`src/core/tmr_pkg.sv`:
```
// Operation
// - Wake logic re-arms only after one timer cycle
// - Oscillator runs in async with external clock disabled, except power-down
// - Wake starts on timer cycle after event
// - Processor stalls four cycles after wake
// - Counter read via holding register, edge refreshed
// - Async flag transfer: one timer plus three cycles
// - Compare pin changes on timer clock only
// - Counter RW, reset zero, write blocks match
// - Compare register matched continuously against counter
// - External clock enable picks buffer over crystal
// - Async select chooses io clock or slow clock
// - Async select change may corrupt timer registers
// - Async select forced zero without RC clock
// - Counter busy flag set on write, cleared on load
// - Timer registers undefined after power-down wake
// - Status bit seven always reads zero
package tmr_pkg;
  localparam int DW = 8;
  localparam int AW = 8;
  localparam logic [AW-1:0] ADR_COUNTER = 8'h00;
  localparam logic [AW-1:0] ADR_COMPARE = 8'h04;
  localparam logic [AW-1:0] ADR_CTRL_A = 8'h08;
  localparam logic [AW-1:0] ADR_CTRL_B = 8'h0c;
  localparam logic [AW-1:0] ADR_STATUS = 8'h10;
  localparam logic [AW-1:0] ADR_FLAGS = 8'h14;
  localparam int REG_CNT = 0;
  localparam int REG_CMP = 1;
  localparam int REG_CA = 2;
  localparam int REG_CB = 3;
  localparam int NREG = 4;
  localparam int BIT_EXT = 6;
  localparam int BIT_AS = 5;
  localparam int FLG_CMP = 0;
  localparam int FLG_OVF = 1;
  localparam int CA_TOGGLE = 0;
  localparam logic [2:0] CB_STOPPED = 3'h0;
  localparam logic [DW-1:0] RST_VAL = 8'h00;
  localparam logic [DW-1:0] CNT_MAX = 8'hff;
  localparam logic [DW-1:0] CNT_ONE = 8'h01;
  localparam int FLAG_SYNC_CYCLES = 3;
  localparam logic [2:0] STALL_CYCLES = 3'h4;
  localparam int NPIN = 2;
  localparam int PIN_SLOW = 0;
  localparam int PIN_EXT = 1;

  typedef enum logic [1:0] {
    SLP_AWAKE = 2'b00,
    SLP_POWER_SAVE = 2'b01,
    SLP_POWER_DOWN = 2'b10,
    SLP_NOISE_RED = 2'b11
  } tmr_sleep_e;

  typedef struct packed {
    logic level;
    logic rise;
  } tmr_pin_s;

  typedef struct packed {
    logic [AW-1:0] adr;
    logic [DW-1:0] dat;
    logic we;
    logic sel0;
  } tmr_wb_req_s;
endpackage

```
`src/core/tmr_async_timer.sv`:
```
`timescale 1ns/1ps
`default_nettype none
module tmr_async_timer
  import tmr_pkg::*;
(
  input wire logic CLK_IN,
  input wire logic SYS_RST_IN,
  input wire logic [AW-1:0] WB_ADR_IN,
  input wire logic [31:0] WB_DAT_IN,
  output logic [31:0] WB_DAT_OUT,
  input wire logic WB_WE_IN,
  input wire logic [3:0] WB_SEL_IN,
  input wire logic WB_STB_IN,
  input wire logic WB_CYC_IN,
  output logic WB_ACK_OUT,
  input wire logic SLOW_OSC_INPUT_IN,
  input wire logic CRYSTAL_IN_PIN_IN,
  input wire logic SYS_CLK_RC_IN,
  input wire logic [1:0] SLEEP_MODE_IN,
  output logic OSC_ENABLE_OUT,
  output logic EXT_CLOCK_BUFFER_ENABLE_OUT,
  output logic COMPARE_A_OUTPUT_PIN_OUT,
  output logic COMPARE_FLAG_OUT,
  output logic OVERFLOW_FLAG_OUT,
  output logic WAKE_OUT,
  output logic CPU_STALL_OUT
);
  tmr_wb_req_s req;
  tmr_pin_s pins [NPIN];
  tmr_sleep_e sleep_mode;
  logic ack_r;
  logic [31:0] dat_r;
  logic take;
  logic wr_any;
  logic [NREG-1:0] wr_reg;
  logic [DW-1:0] rdata;
  logic ext_clock_input_enable_r;
  logic async_clock_select_r;
  logic [NREG-1:0] busy_r;
  logic [DW-1:0] shadow_r [NREG];
  logic [DW-1:0] live_r [NREG];
  logic [DW-1:0] counter_value_r;
  logic [DW-1:0] hold_r;
  logic block_r;
  logic tclk;
  logic running;
  logic cnt_tick;
  logic match;
  logic ovf;
  logic [1:0] evt_now;
  logic [1:0] pend_r;
  logic [1:0] launch;
  logic [1:0] pipe_r [FLAG_SYNC_CYCLES];
  logic [1:0] flag_set;
  logic [1:0] flag_clr;
  logic [1:0] flags_r;
  logic armed_r;
  logic wake_r;
  logic wake_nxt;
  logic [2:0] stall_r;
  logic pin_r;
  logic awake;

  assign sleep_mode = tmr_sleep_e'(SLEEP_MODE_IN);
  assign awake = (sleep_mode == SLP_AWAKE);

  genvar gp;
  generate
    for (gp = 0; gp < NPIN; gp = gp + 1) begin : g_pin
      tmr_pin_sync u_sync (
        .clk_in(CLK_IN),
        .rst_in(SYS_RST_IN),
        .pin_in(gp == PIN_SLOW ? SLOW_OSC_INPUT_IN : CRYSTAL_IN_PIN_IN),
        .pin_out(pins[gp])
      );
    end
  endgenerate

  // Wishbone classic slave: one wait state, ack drops after one cycle
  assign req.adr = WB_ADR_IN;
  assign req.dat = WB_DAT_IN[DW-1:0];
  assign req.we = WB_WE_IN;
  assign req.sel0 = WB_SEL_IN[0];
  assign take = WB_CYC_IN && WB_STB_IN && !ack_r;
  assign wr_any = take && req.we && req.sel0;
  assign wr_reg[REG_CNT] = wr_any && (req.adr == ADR_COUNTER);
  assign wr_reg[REG_CMP] = wr_any && (req.adr == ADR_COMPARE);
  assign wr_reg[REG_CA] = wr_any && (req.adr == ADR_CTRL_A);
  assign wr_reg[REG_CB] = wr_any && (req.adr == ADR_CTRL_B);

  always_comb begin
    rdata = RST_VAL;
    unique case (req.adr)
      ADR_COUNTER: rdata = async_clock_select_r ? hold_r : counter_value_r;
      ADR_COMPARE: rdata = shadow_r[REG_CMP];
      ADR_CTRL_A: rdata = shadow_r[REG_CA];
      ADR_CTRL_B: rdata = shadow_r[REG_CB];
      ADR_STATUS: rdata = {1'b0, ext_clock_input_enable_r, async_clock_select_r,
                           busy_r[REG_CNT], busy_r[REG_CMP], 1'b0,
                           busy_r[REG_CA], busy_r[REG_CB]};
      ADR_FLAGS: rdata = {6'h00, flags_r};
      default: rdata = RST_VAL;
    endcase
  end

  always_ff @(posedge CLK_IN or posedge SYS_RST_IN) begin
    if (SYS_RST_IN) begin
      ack_r <= 1'b0;
      dat_r <= 32'h0000_0000;
    end else begin
      ack_r <= take;
      if (take) begin
        dat_r <= {24'h00_0000, rdata};
      end
    end
  end

  assign WB_ACK_OUT = ack_r;
  assign WB_DAT_OUT = dat_r;

  // Changing the select leaves timer registers as they stand; no repair
  always_ff @(posedge CLK_IN or posedge SYS_RST_IN) begin
    if (SYS_RST_IN) begin
      ext_clock_input_enable_r <= 1'b0;
      async_clock_select_r <= 1'b0;
    end else begin
      if (take && req.we && req.sel0 && req.adr == ADR_STATUS) begin
        ext_clock_input_enable_r <= req.dat[BIT_EXT];
        async_clock_select_r <= req.dat[BIT_AS] && SYS_CLK_RC_IN;
      end else if (!SYS_CLK_RC_IN) begin
        async_clock_select_r <= 1'b0;
      end
    end
  end

  // Timer clock edge: every cycle when synchronous, none in power-down, else a sampled pin rise
  always_comb begin
    if (!async_clock_select_r) begin
      tclk = 1'b1;
    end else if (sleep_mode == SLP_POWER_DOWN) begin
      tclk = 1'b0;
    end else if (ext_clock_input_enable_r) begin
      tclk = pins[PIN_EXT].rise;
    end else begin
      tclk = pins[PIN_SLOW].rise;
    end
  end

  assign running = (live_r[REG_CB][2:0] != CB_STOPPED);
  assign cnt_tick = tclk && running;

  assign OSC_ENABLE_OUT = async_clock_select_r && !ext_clock_input_enable_r
                          && (sleep_mode != SLP_POWER_DOWN);
  assign EXT_CLOCK_BUFFER_ENABLE_OUT = async_clock_select_r && ext_clock_input_enable_r
                                       && (sleep_mode != SLP_POWER_DOWN);

  // Software-side copies and busy flags; a new write wins over the clear
  genvar gr;
  generate
    for (gr = 0; gr < NREG; gr = gr + 1) begin : g_reg
      always_ff @(posedge CLK_IN or posedge SYS_RST_IN) begin
        if (SYS_RST_IN) begin
          shadow_r[gr] <= RST_VAL;
          busy_r[gr] <= 1'b0;
        end else begin
          if (wr_reg[gr]) begin
            shadow_r[gr] <= req.dat;
          end
          if (wr_reg[gr] && async_clock_select_r) begin
            busy_r[gr] <= 1'b1;
          end else if (tclk) begin
            busy_r[gr] <= 1'b0;
          end
        end
      end

      if (gr != REG_CNT) begin : g_live
        always_ff @(posedge CLK_IN or posedge SYS_RST_IN) begin
          if (SYS_RST_IN) begin
            live_r[gr] <= RST_VAL;
          end else if (wr_reg[gr] && !async_clock_select_r) begin
            live_r[gr] <= req.dat;
          end else if (tclk && busy_r[gr]) begin
            live_r[gr] <= shadow_r[gr];
          end
        end
      end else begin : g_nolive
        assign live_r[gr] = counter_value_r;
      end
    end
  endgenerate

  always_ff @(posedge CLK_IN or posedge SYS_RST_IN) begin
    if (SYS_RST_IN) begin
      counter_value_r <= RST_VAL;
    end else if (wr_reg[REG_CNT] && !async_clock_select_r) begin
      counter_value_r <= req.dat;
    end else if (tclk && busy_r[REG_CNT]) begin
      counter_value_r <= shadow_r[REG_CNT];
    end else if (cnt_tick) begin
      counter_value_r <= counter_value_r + CNT_ONE;
    end
  end

  // A load marks the next timer edge as one without a match
  always_ff @(posedge CLK_IN or posedge SYS_RST_IN) begin
    if (SYS_RST_IN) begin
      block_r <= 1'b0;
    end else if ((wr_reg[REG_CNT] && !async_clock_select_r)
                 || (tclk && busy_r[REG_CNT])) begin
      block_r <= 1'b1;
    end else if (tclk) begin
      block_r <= 1'b0;
    end
  end

  // Frozen while asleep so the first read after wake shows the old value
  always_ff @(posedge CLK_IN or posedge SYS_RST_IN) begin
    if (SYS_RST_IN) begin
      hold_r <= RST_VAL;
    end else if (tclk && awake) begin
      hold_r <= counter_value_r;
    end
  end

  assign match = cnt_tick && !block_r
                 && (counter_value_r == live_r[REG_CMP]);
  assign ovf = cnt_tick && (counter_value_r == CNT_MAX);
  assign evt_now = {ovf, match};

  // Compare pin is driven from the timer edge, never from the flag path
  always_ff @(posedge CLK_IN or posedge SYS_RST_IN) begin
    if (SYS_RST_IN) begin
      pin_r <= 1'b0;
    end else if (match && live_r[REG_CA][CA_TOGGLE]) begin
      pin_r <= !pin_r;
    end
  end
  assign COMPARE_A_OUTPUT_PIN_OUT = pin_r;

  // Event waits one timer edge, then crosses three processor cycles
  always_ff @(posedge CLK_IN or posedge SYS_RST_IN) begin
    if (SYS_RST_IN) begin
      pend_r <= 2'b00;
    end else if (tclk) begin
      pend_r <= async_clock_select_r ? evt_now : 2'b00;
    end
  end
  assign launch = tclk ? pend_r : 2'b00;

  genvar gs;
  generate
    for (gs = 0; gs < FLAG_SYNC_CYCLES; gs = gs + 1) begin : g_pipe
      logic [1:0] pipe_src;
      if (gs == 0) begin : g_first
        assign pipe_src = launch;
      end else begin : g_next
        assign pipe_src = pipe_r[gs-1];
      end
      always_ff @(posedge CLK_IN or posedge SYS_RST_IN) begin
        if (SYS_RST_IN) begin
          pipe_r[gs] <= 2'b00;
        end else begin
          pipe_r[gs] <= pipe_src;
        end
      end
    end
  endgenerate

  assign flag_set = async_clock_select_r ? pipe_r[FLAG_SYNC_CYCLES-1] : evt_now;
  assign flag_clr = (take && req.we && req.sel0 && req.adr == ADR_FLAGS)
                    ? req.dat[1:0] : 2'b00;

  always_ff @(posedge CLK_IN or posedge SYS_RST_IN) begin
    if (SYS_RST_IN) begin
      flags_r <= 2'b00;
    end else begin
      flags_r <= (flags_r & ~flag_clr) | flag_set;
    end
  end
  assign COMPARE_FLAG_OUT = flags_r[FLG_CMP];
  assign OVERFLOW_FLAG_OUT = flags_r[FLG_OVF];

  // Sleeping again before the re-arm edge loses the wake for that sleep
  assign wake_nxt = async_clock_select_r && armed_r && (launch != 2'b00)
                    && (sleep_mode == SLP_POWER_SAVE || sleep_mode == SLP_NOISE_RED);

  always_ff @(posedge CLK_IN or posedge SYS_RST_IN) begin
    if (SYS_RST_IN) begin
      armed_r <= 1'b1;
    end else if (wake_nxt) begin
      armed_r <= 1'b0;
    end else if (tclk && awake) begin
      armed_r <= 1'b1;
    end
  end

  always_ff @(posedge CLK_IN or posedge SYS_RST_IN) begin
    if (SYS_RST_IN) begin
      wake_r <= 1'b0;
      stall_r <= 3'h0;
    end else begin
      wake_r <= wake_nxt;
      if (wake_nxt) begin
        stall_r <= STALL_CYCLES;
      end else if (stall_r != 3'h0) begin
        stall_r <= stall_r - 3'h1;
      end
    end
  end
  assign WAKE_OUT = wake_r;
  assign CPU_STALL_OUT = (stall_r != 3'h0);
endmodule
`default_nettype wire

```
`src/core/tmr_pin_sync.sv`:
```
`timescale 1ns/1ps
`default_nettype none
module tmr_pin_sync
  import tmr_pkg::*;
(
  input wire logic clk_in,
  input wire logic rst_in,
  input wire logic pin_in,
  output var tmr_pin_s pin_out
);
  logic s1_r;
  logic s2_r;
  logic s3_r;
  logic level_r;
  logic rise_r;

  // Only s2 and s3 are looked at; s1 may be metastable
  always_ff @(posedge clk_in or posedge rst_in) begin
    if (rst_in) begin
      s1_r <= 1'b0;
      s2_r <= 1'b0;
      s3_r <= 1'b0;
    end else begin
      s1_r <= pin_in;
      s2_r <= s1_r;
      s3_r <= s2_r;
    end
  end

  always_ff @(posedge clk_in or posedge rst_in) begin
    if (rst_in) begin
      level_r <= 1'b0;
      rise_r <= 1'b0;
    end else begin
      rise_r <= (s2_r == s3_r) && s2_r && !level_r;
      if (s2_r == s3_r) begin
        level_r <= s2_r;
      end
    end
  end

  assign pin_out.level = level_r;
  assign pin_out.rise = rise_r;
endmodule
`default_nettype wire

```
`config.mk`:
```
export PLATFORM = sky130hd
export DESIGN_NAME = tmr_async_timer
export DESIGN_NICKNAME = d
export VERILOG_FILES = /design/src/core/tmr_pkg.sv /design/src/core/tmr_async_timer.sv /design/src/core/tmr_pin_sync.sv
export SDC_FILE = /design/constraint.sdc
export NUM_CORES = 1
export LEC_CHECK = 0
export BUFFER_PORTS_ARGS = -buffer_cell sky130_fd_sc_hd__buf_2
export CAP_MARGIN = 20
export CORE_MARGIN = 5
export CORE_UTILIZATION = 35
export DETAILED_ROUTE_END_ITERATION = 10
export SYNTH_ARGS = -nofsm -noshare
export SYNTH_HDL_FRONTEND = slang
export SYNTH_SLANG_ARGS = --single-unit
export TNS_END_PERCENT = 100
```
`constraint.sdc`:
```
create_clock -name CLK_IN -period 6.7 [get_ports CLK_IN]
set_input_delay 0.67 -clock CLK_IN [delete_from_list [all_inputs] [get_ports CLK_IN]]
set_output_delay 0.67 -clock CLK_IN [all_outputs]
set_load 0.02 [all_outputs]
```
==> run_results.csv, run 1 <==
group,metric,value,unit
status,status,"completed",
cells_and_area,diodes,0,
detailed_routing,drc,0,
logic_synthesis,synth-seq-area-share,50.26,%
sta,finalHoldViolCount,0,
clocking,numCtsBuffers,9,
floorplanning,die_w,130.5,µm
cells_and_area,nFillCells,1383,
cells_and_area,fin_nets,541,
critical_path,crit_required,6.92,ns
logic_synthesis,synthFlopType,"dfrtp_1",
sta,finalWorstSetupSlack,3.925,ns
logic_synthesis,synthAdderAreaFrac,1.231,%
grt,grt_usage,14.20,%
detailed_routing,routed_wl,11720,µm
grt,grt.overflow.total,0,
floorplanning,start_util,35.36,%
sta,tightest_slew,0.8984,ns
sta,fin_worst_skew,0.009393,ns
critical_path,cp_num_buf_inv,1,
logic_synthesis,synth_top_family_by_area,"multiplexers",
clocking,cts_buffer_depth,2,
logic_synthesis,synthTopCellsByArea,"dfrtp_1, mux2_2, mux2i_1, buf_4, nand2_1",
logic_synthesis,muxShareOfSynthArea,16.94,%
sta,setup_viol,0,
place,routabilityCongestion,0.9006,
critical_path,worstSetupEndpointType,"flip-flop",
pwr,p_per_area,225.0,mW/mm²
logic_synthesis,synth-compound-area-share,9.727,%
place,dp_hpwl,8596,µm
logic_synthesis,synth.top_cell.area_share,49.74,%
cells_and_area,syn2layout_area_growth,10.76,%
critical_path,start_kind,"input pin",
clocking,cts_sinks,102,
critical_path,path_cells,"buf_2, or4_1, nor4_4, and2b_1, o21ai_0",
critical_path,cpLargestDelayFamily,"simple AND/OR/NAND/NOR gates",
flow_run,maxCapViolations,0,
logic_synthesis,synth_xor_area_share,2.586,%
clocking,ctsHoldBuffers,0,
logic_synthesis,synth_top_cell_by_area,"dfrtp_1",
floorplanning,top_level_ports,94,
clocking,post_cts_buffers,0,
clocking,worstSkewPairLatency,0.35,ns
logic_synthesis,synth_edf_count,0,
critical_path,crit_type,"in2reg",
sta,period_needed,2.775,ns
clocking,htreeDepth,3,
logic_synthesis,synth-seq-cells,102,
sta,setup_tns,0,ns
logic_synthesis,syn_area,0.005081,mm²
logic_synthesis,yosys.cell_types.count,58,
clocking,cts_resized,0,
sta,slew_headroom,39.95,%
logic_synthesis,postSynth.asyncResetShare,100.0,%
logic_synthesis,synthSimpleGateAreaFrac,12.66,%
detailed_routing,viasPerCell,5.260,
pwr,irDropWorstVdd,0.1290,mV
place,pre_cts_ws,3.590,ns
critical_path,worst_path_largest_cell_delay,0.80,ns
sta,max_freq,360.4,MHz
critical_path,cpMaxStageDelayCell,"nor4_4",
logic_synthesis,synth_cells,452,
cells_and_area,layout-drive-gt1-share,25.77,%
clocking,tritoncts,"built",
logic_synthesis,postSynthAreaPerCell,11.24,µm²
sta,rsz0062_at_grt,"false",
detailed_routing,dr.pass1.iters,5,
critical_path,critical_path.max_fanout,15,
grt,antenna_found_initial,2,
min_path,min_path_type,"reg2reg",
detailed_routing,routed-via-count,3519,
floorplanning,core_area,0.01437,mm²
sta,final_max_slew_viol_count,0,
place,portBuffers,42,
floorplanning,dieArea,0.01703,mm²
floorplanning,num_rows,44,
detailed_routing,postRouteAntennaNets,0,
grt,grt_pass1_vias,3480,
clocking,clkTransAtPathRegs,0.07,ns
floorplanning,die_h,130.5,µm
pwr,leakagePower,2.684,nW
detailed_routing,wire_per_inst,17.52,µm
grt,grt_max_degree,66,
detailed_routing,drt_iter0_drc,302,
critical_path,arrival,2.99,ns
clocking,cts.root.buffer_cell,"clkbuf_16",
logic_synthesis,yosys_warnings,0,
sta,min_period_over_period,41.41,%
grt,grt_first_pass_wirelength,18750,µm
-- per-layer routing --
layer	up-vias	GRT usage, %	share of wire [%]
met5	-	0	0.23
met1	1770	19.59	45
li1	1615	-	-
met3	19	2.967	5.9
met2	111	22.46	47
met4	4	4.537	1.5
-- logic make-up (layout without fill, tap and decap cells) --
family,after synthesis,after routing
mux,78,78
flops,102,102
fa+ha+maj,5,5
compound gates,75,75
xor+xnor,15,15
buf+inv,57,67
simple gates,119,119
other cells,1,24
-- worst paths after layout --
| path | start | to | slack, ns | depth (start not counted) |
|---|---|---|---|---|
| worst min-delay path | g_pin[1].u_sync.s1_r | g_pin[1].u_sync.s2_r | 0.35 | 0 |
| worst max register to register | WB_ACK_OUT | counter_value_r[4] | 4.17 | 4 |
| max in group asynchronous | SYS_RST_IN | g_pin[1].u_sync.s1_r | 5.14 | 3 |
| worst max-delay path | WB_ADR_IN[2] | counter_value_r[4] | 3.93 | 5 |
| min in group asynchronous | SYS_RST_IN | WB_DAT_OUT[7] | 0.37 | 2 |
| worst min register to register | g_pin[1].u_sync.s1_r | g_pin[1].u_sync.s2_r | 0.35 | 0 |
-- power by group --
group / total (W) / internal (W) / switching, W
Combinational: 0.0000908 / 0.0000311 / 0.0000597
Sequential: 0.000648 / 0.000630 / 0.0000183
Clock: 0.000527 / 0.000307 / 0.000220
Total: 0.00127 / 0.000968 / 0.000298
-- Yosys cell counts, types with 4 or more instances --
master	n
mux2i_1	26
nand4_1	5
mux2_4	4
nand2_1	44
nand3_1	12
xor2_1	4
buf_4	27
mux2_2	48
o21ai_0	30
nor2_1	14
a22o_1	5
o21ai_1	5
or3_1	5
dfrtp_1	101
ha_1	5
a21oi_1	8
xnor2_1	11
buf_2	7
inv_1	8
clkbuf_1	13
and2_1	5
nand2b_1	4
nor2b_1	8
-- registers in the layout, summed over array words and instances, names as in the netlist, 2 cells and up --
| name | cells |
|---|---|
| counter_value_r | 8 |
| hold_r | 8 |
| g_pin.u_sync.level_r | 2 |
| pend_r | 2 |
| live_r | 12 |
| shadow_r | 32 |
| g_pin.u_sync.s3_r | 2 |
| busy_r | 4 |
| g_pin.u_sync.rise_r | 2 |
| pipe_r | 2 |
| g_pipe.pipe_src | 4 |
| g_pin.u_sync.s1_r | 2 |
| WB_DAT_OUT | 8 |
| stall_r | 3 |
| g_pin.u_sync.s2_r | 2 |
| flags_r | 2 |
-- cell type report --
type / instances / area [µm²] / area share [%]
flip-flops and latches: 102 / 2554 / 45.38
multi-input cells: 316 / 2282 / 40.55
clock buffers: 11 / 252.7 / 4.491
repair buffers: 45 / 232.7 / 4.135
well taps: 184 / 230.2 / 4.091
clock inverters: 3 / 43.79 / 0.7781
inverters: 8 / 32.53 / 0.5780
-- stage by stage --
| stage | cell area (µm²) | power [W] | hold slack, ns | util [%] | cells |
|---|---|---|---|---|---|
| after floorplan | 5167 | 0.0007291 | 0.3312 | - | 475 |
| after global placement | 5331 | 0.0007488 | 0.3325 | 37.10 | 655 |
| after detailed placement | 5331 | 0.0007518 | 0.3364 | 37.10 | 655 |
| after CTS | 5628 | 0.001278 | 0.3514 | 39.17 | 669 |
| after global routing | 5628 | 0.001312 | 0.3597 | 39.17 | 669 |
| final | 5628 | 0.001266 | 0.3483 | 39.17 | 669 |
-- cells in the final DEF, fill, tap and decap left out, types with 7 or more instances in the layout --
cell         n
xnor2_1     11
conb_1      24
mux2_2      48
mux2i_1     26
nand3_1     12
a21oi_1      8
inv_1        7
nor2b_1      8
nand2_1     44
dfrtp_1    101
clkbuf_16    9
o21ai_0     30
nor2_1      14
buf_2       42
No activity file was read; power rests on OpenSTA's default activity.
==> run 2: changes to the inputs <==
==> constraint.sdc (replaced) <==
create_clock -name CLK_IN -period 2.5 [get_ports CLK_IN]
set_input_delay 0.25 -clock CLK_IN [delete_from_list [all_inputs] [get_ports CLK_IN]]
set_output_delay 0.25 -clock CLK_IN [all_outputs]
set_load 0.02 [all_outputs]
==> run 2 against run 1 <==
  * Register-to-register slack worse by 3.8 ns
  * Power rose to 2.8 times the previous value
  * Clock-buffer cell count stayed put
  * Utilization rose by 0.99 points
  * Combinational power grew to 2.8 times the previous value
  * Cell count grew 2.2%
  * Sequential share of layout area fell by 1.1 points
  * Die area is the same
  * Design area up 2.5%
  * Clock power grew to 2.9 times the previous value
  * Global-route usage rose by 0.26 points
  * Critical path type is now reg2reg
==> run_results.csv, run 2 (synthesis gave the netlist of run 1 again) <==
group,metric,value,unit
status,status,"completed",
grt,grt_max_degree,103,
clocking,ctsHoldBuffers,1,
cells_and_area,syn2layout_area_growth,13.57,%
floorplanning,dieArea,0.01703,mm²
grt,grt_usage,14.45,%
sta,slew_headroom,50.98,%
detailed_routing,drc,0,
clocking,cts_resized,0,
sta,tightest_slew,0.7339,ns
place,pre_cts_ws,0.2738,ns
sta,final_max_slew_viol_count,0,
critical_path,worstSetupEndpointType,"flip-flop",
sta,rsz0062_at_grt,"false",
detailed_routing,routed_wl,11790,µm
critical_path,ff2ff_path_depth,4,
sta,max_freq,470.1,MHz
pwr,p_per_area,608.8,mW/mm²
pwr,irDropWorstVdd,0.3314,mV
sta,min_period_over_period,85.10,%
place,routabilityCongestion,0.8849,
cells_and_area,reg_top3,"shadow_r: 32 flops, live_r: 12 flops",
detailed_routing,drt_iter0_drc,312,
min_path,hold_path_depth,1,
sta,finalHoldViolCount,0,
critical_path,crit_type,"reg2reg",
clocking,cts_sinks,102,
floorplanning,top_level_ports,94,
sta,fin_worst_skew,0.009329,ns
critical_path,crit_required,2.73,ns
flow_run,maxCapViolations,0,
detailed_routing,postRouteAntennaNets,0,
clocking,tritoncts,"built",
grt,grt_pass1_vias,3477,
sta,hold-worst-slack,0.01576,ns
grt,antenna_found_initial,1,
place,dp_hpwl,8516,µm
floorplanning,num_rows,44,
cells_and_area,mostFrequentLayoutCell,"dfrtp_1",
cells_and_area,diodes,0,
place,portBuffers,42,
grt,grt.overflow.total,0,
floorplanning,start_util,35.36,%
critical_path,arrival,2.36,ns
detailed_routing,wire_per_inst,17.23,µm
cells_and_area,largest_reg_flops,32,
cells_and_area,layout-drive-gt1-share,27.60,%
sta,period_needed,2.127,ns
place,post_dp_cell_area,0.005435,mm²
detailed_routing,routed-via-count,3542,
grt,grt_first_pass_wirelength,18860,µm
cells_and_area,regMostFlops,"shadow_r",
sta,setup_tns,0,ns
cells_and_area,nFillCells,1410,
clocking,post_cts_buffers,0,
floorplanning,core_area,0.01437,mm²
critical_path,start_kind,"flip-flop",
critical_path,critical_path.max_fanout,9,
cells_and_area,final_cell_mix,"dfrtp_1, mux2_2, nand2_1",
pwr,leakagePower,2.758,nW
cells_and_area,post-route-cell-area,0.005771,mm²
clocking,clkTransAtPathRegs,0.06,ns
sta,finalWorstSetupSlack,0.3726,ns
detailed_routing,viasPerCell,5.178,
clocking,cts.root.buffer_cell,"clkbuf_16",
clocking,cts_buffer_depth,2,
floorplanning,die_h,130.5,µm
min_path,min_path_type,"in2reg",
clocking,worstSkewPairLatency,0.35,ns
clocking,htreeDepth,3,
detailed_routing,dr.pass1.iters,5,
sta,setup_viol,0,
cells_and_area,fin_nets,554,
floorplanning,die_w,130.5,µm
clocking,numCtsBuffers,9,
run 2: per-stage QoR:
| stage | power (W) | instances | util (%) |
|---|---|---|---|
| detailed placement | 0.002024 | 667 | 37.83 |
| global placement | 0.002016 | 667 | 37.83 |
| CTS | 0.003550 | 684 | 40.16 |
| floorplan | 0.001955 | 475 | - |
| global route | 0.003648 | 684 | 40.16 |
| finish | 0.003513 | 684 | 40.16 |
run 2: power by group:
| group | internal (W) | switching, W |
|---|---|---|
| sequential | 0.00169 | 0.0000496 |
| clock | 0.000907 | 0.000612 |
| combinational | 0.0000912 | 0.000165 |
run 2: routing by layer:
metal	up-vias	routed length (µm)	GRT usage, %
met3	23	750	2.439
li1	1648	-	-
met2	131	5437	22.16
met5	-	13	0
met4	2	284	6.413
met1	1738	5302	20.16
run 2: worst paths after layout:
kind                       slack [ns]                   end                 start
max                              0.37          shadow_r[20]            WB_ACK_OUT
min                              0.02  g_pin[0].u_sync.s1_r     SLOW_OSC_INPUT_IN
max reg2reg                      0.37          shadow_r[20]            WB_ACK_OUT
min reg2reg                      0.35  g_pin[0].u_sync.s2_r  g_pin[0].u_sync.s1_r
max in group asynchronous        2.03    counter_value_r[5]            SYS_RST_IN
min in group asynchronous        0.04             live_r[0]            SYS_RST_IN
run 2: worst max-delay path: stages (launching register included):
cell and delay, ns:
dfrtp_1 0.37, nand3b_1 0.40, nor3_4 0.41, and2_1 0.45, mux2_2 0.38
run 2: cell type report:
cell class	instances	area (µm²)	area share [%]
flip-flops and latches	102	2554	44.25
multi-input cells	316	2282	39.55
repair buffers	58	345.3	5.984
clock buffers	11	242.7	4.206
well taps	184	230.2	3.990
clock inverters	5	82.58	1.431
inverters	8	33.78	0.5854
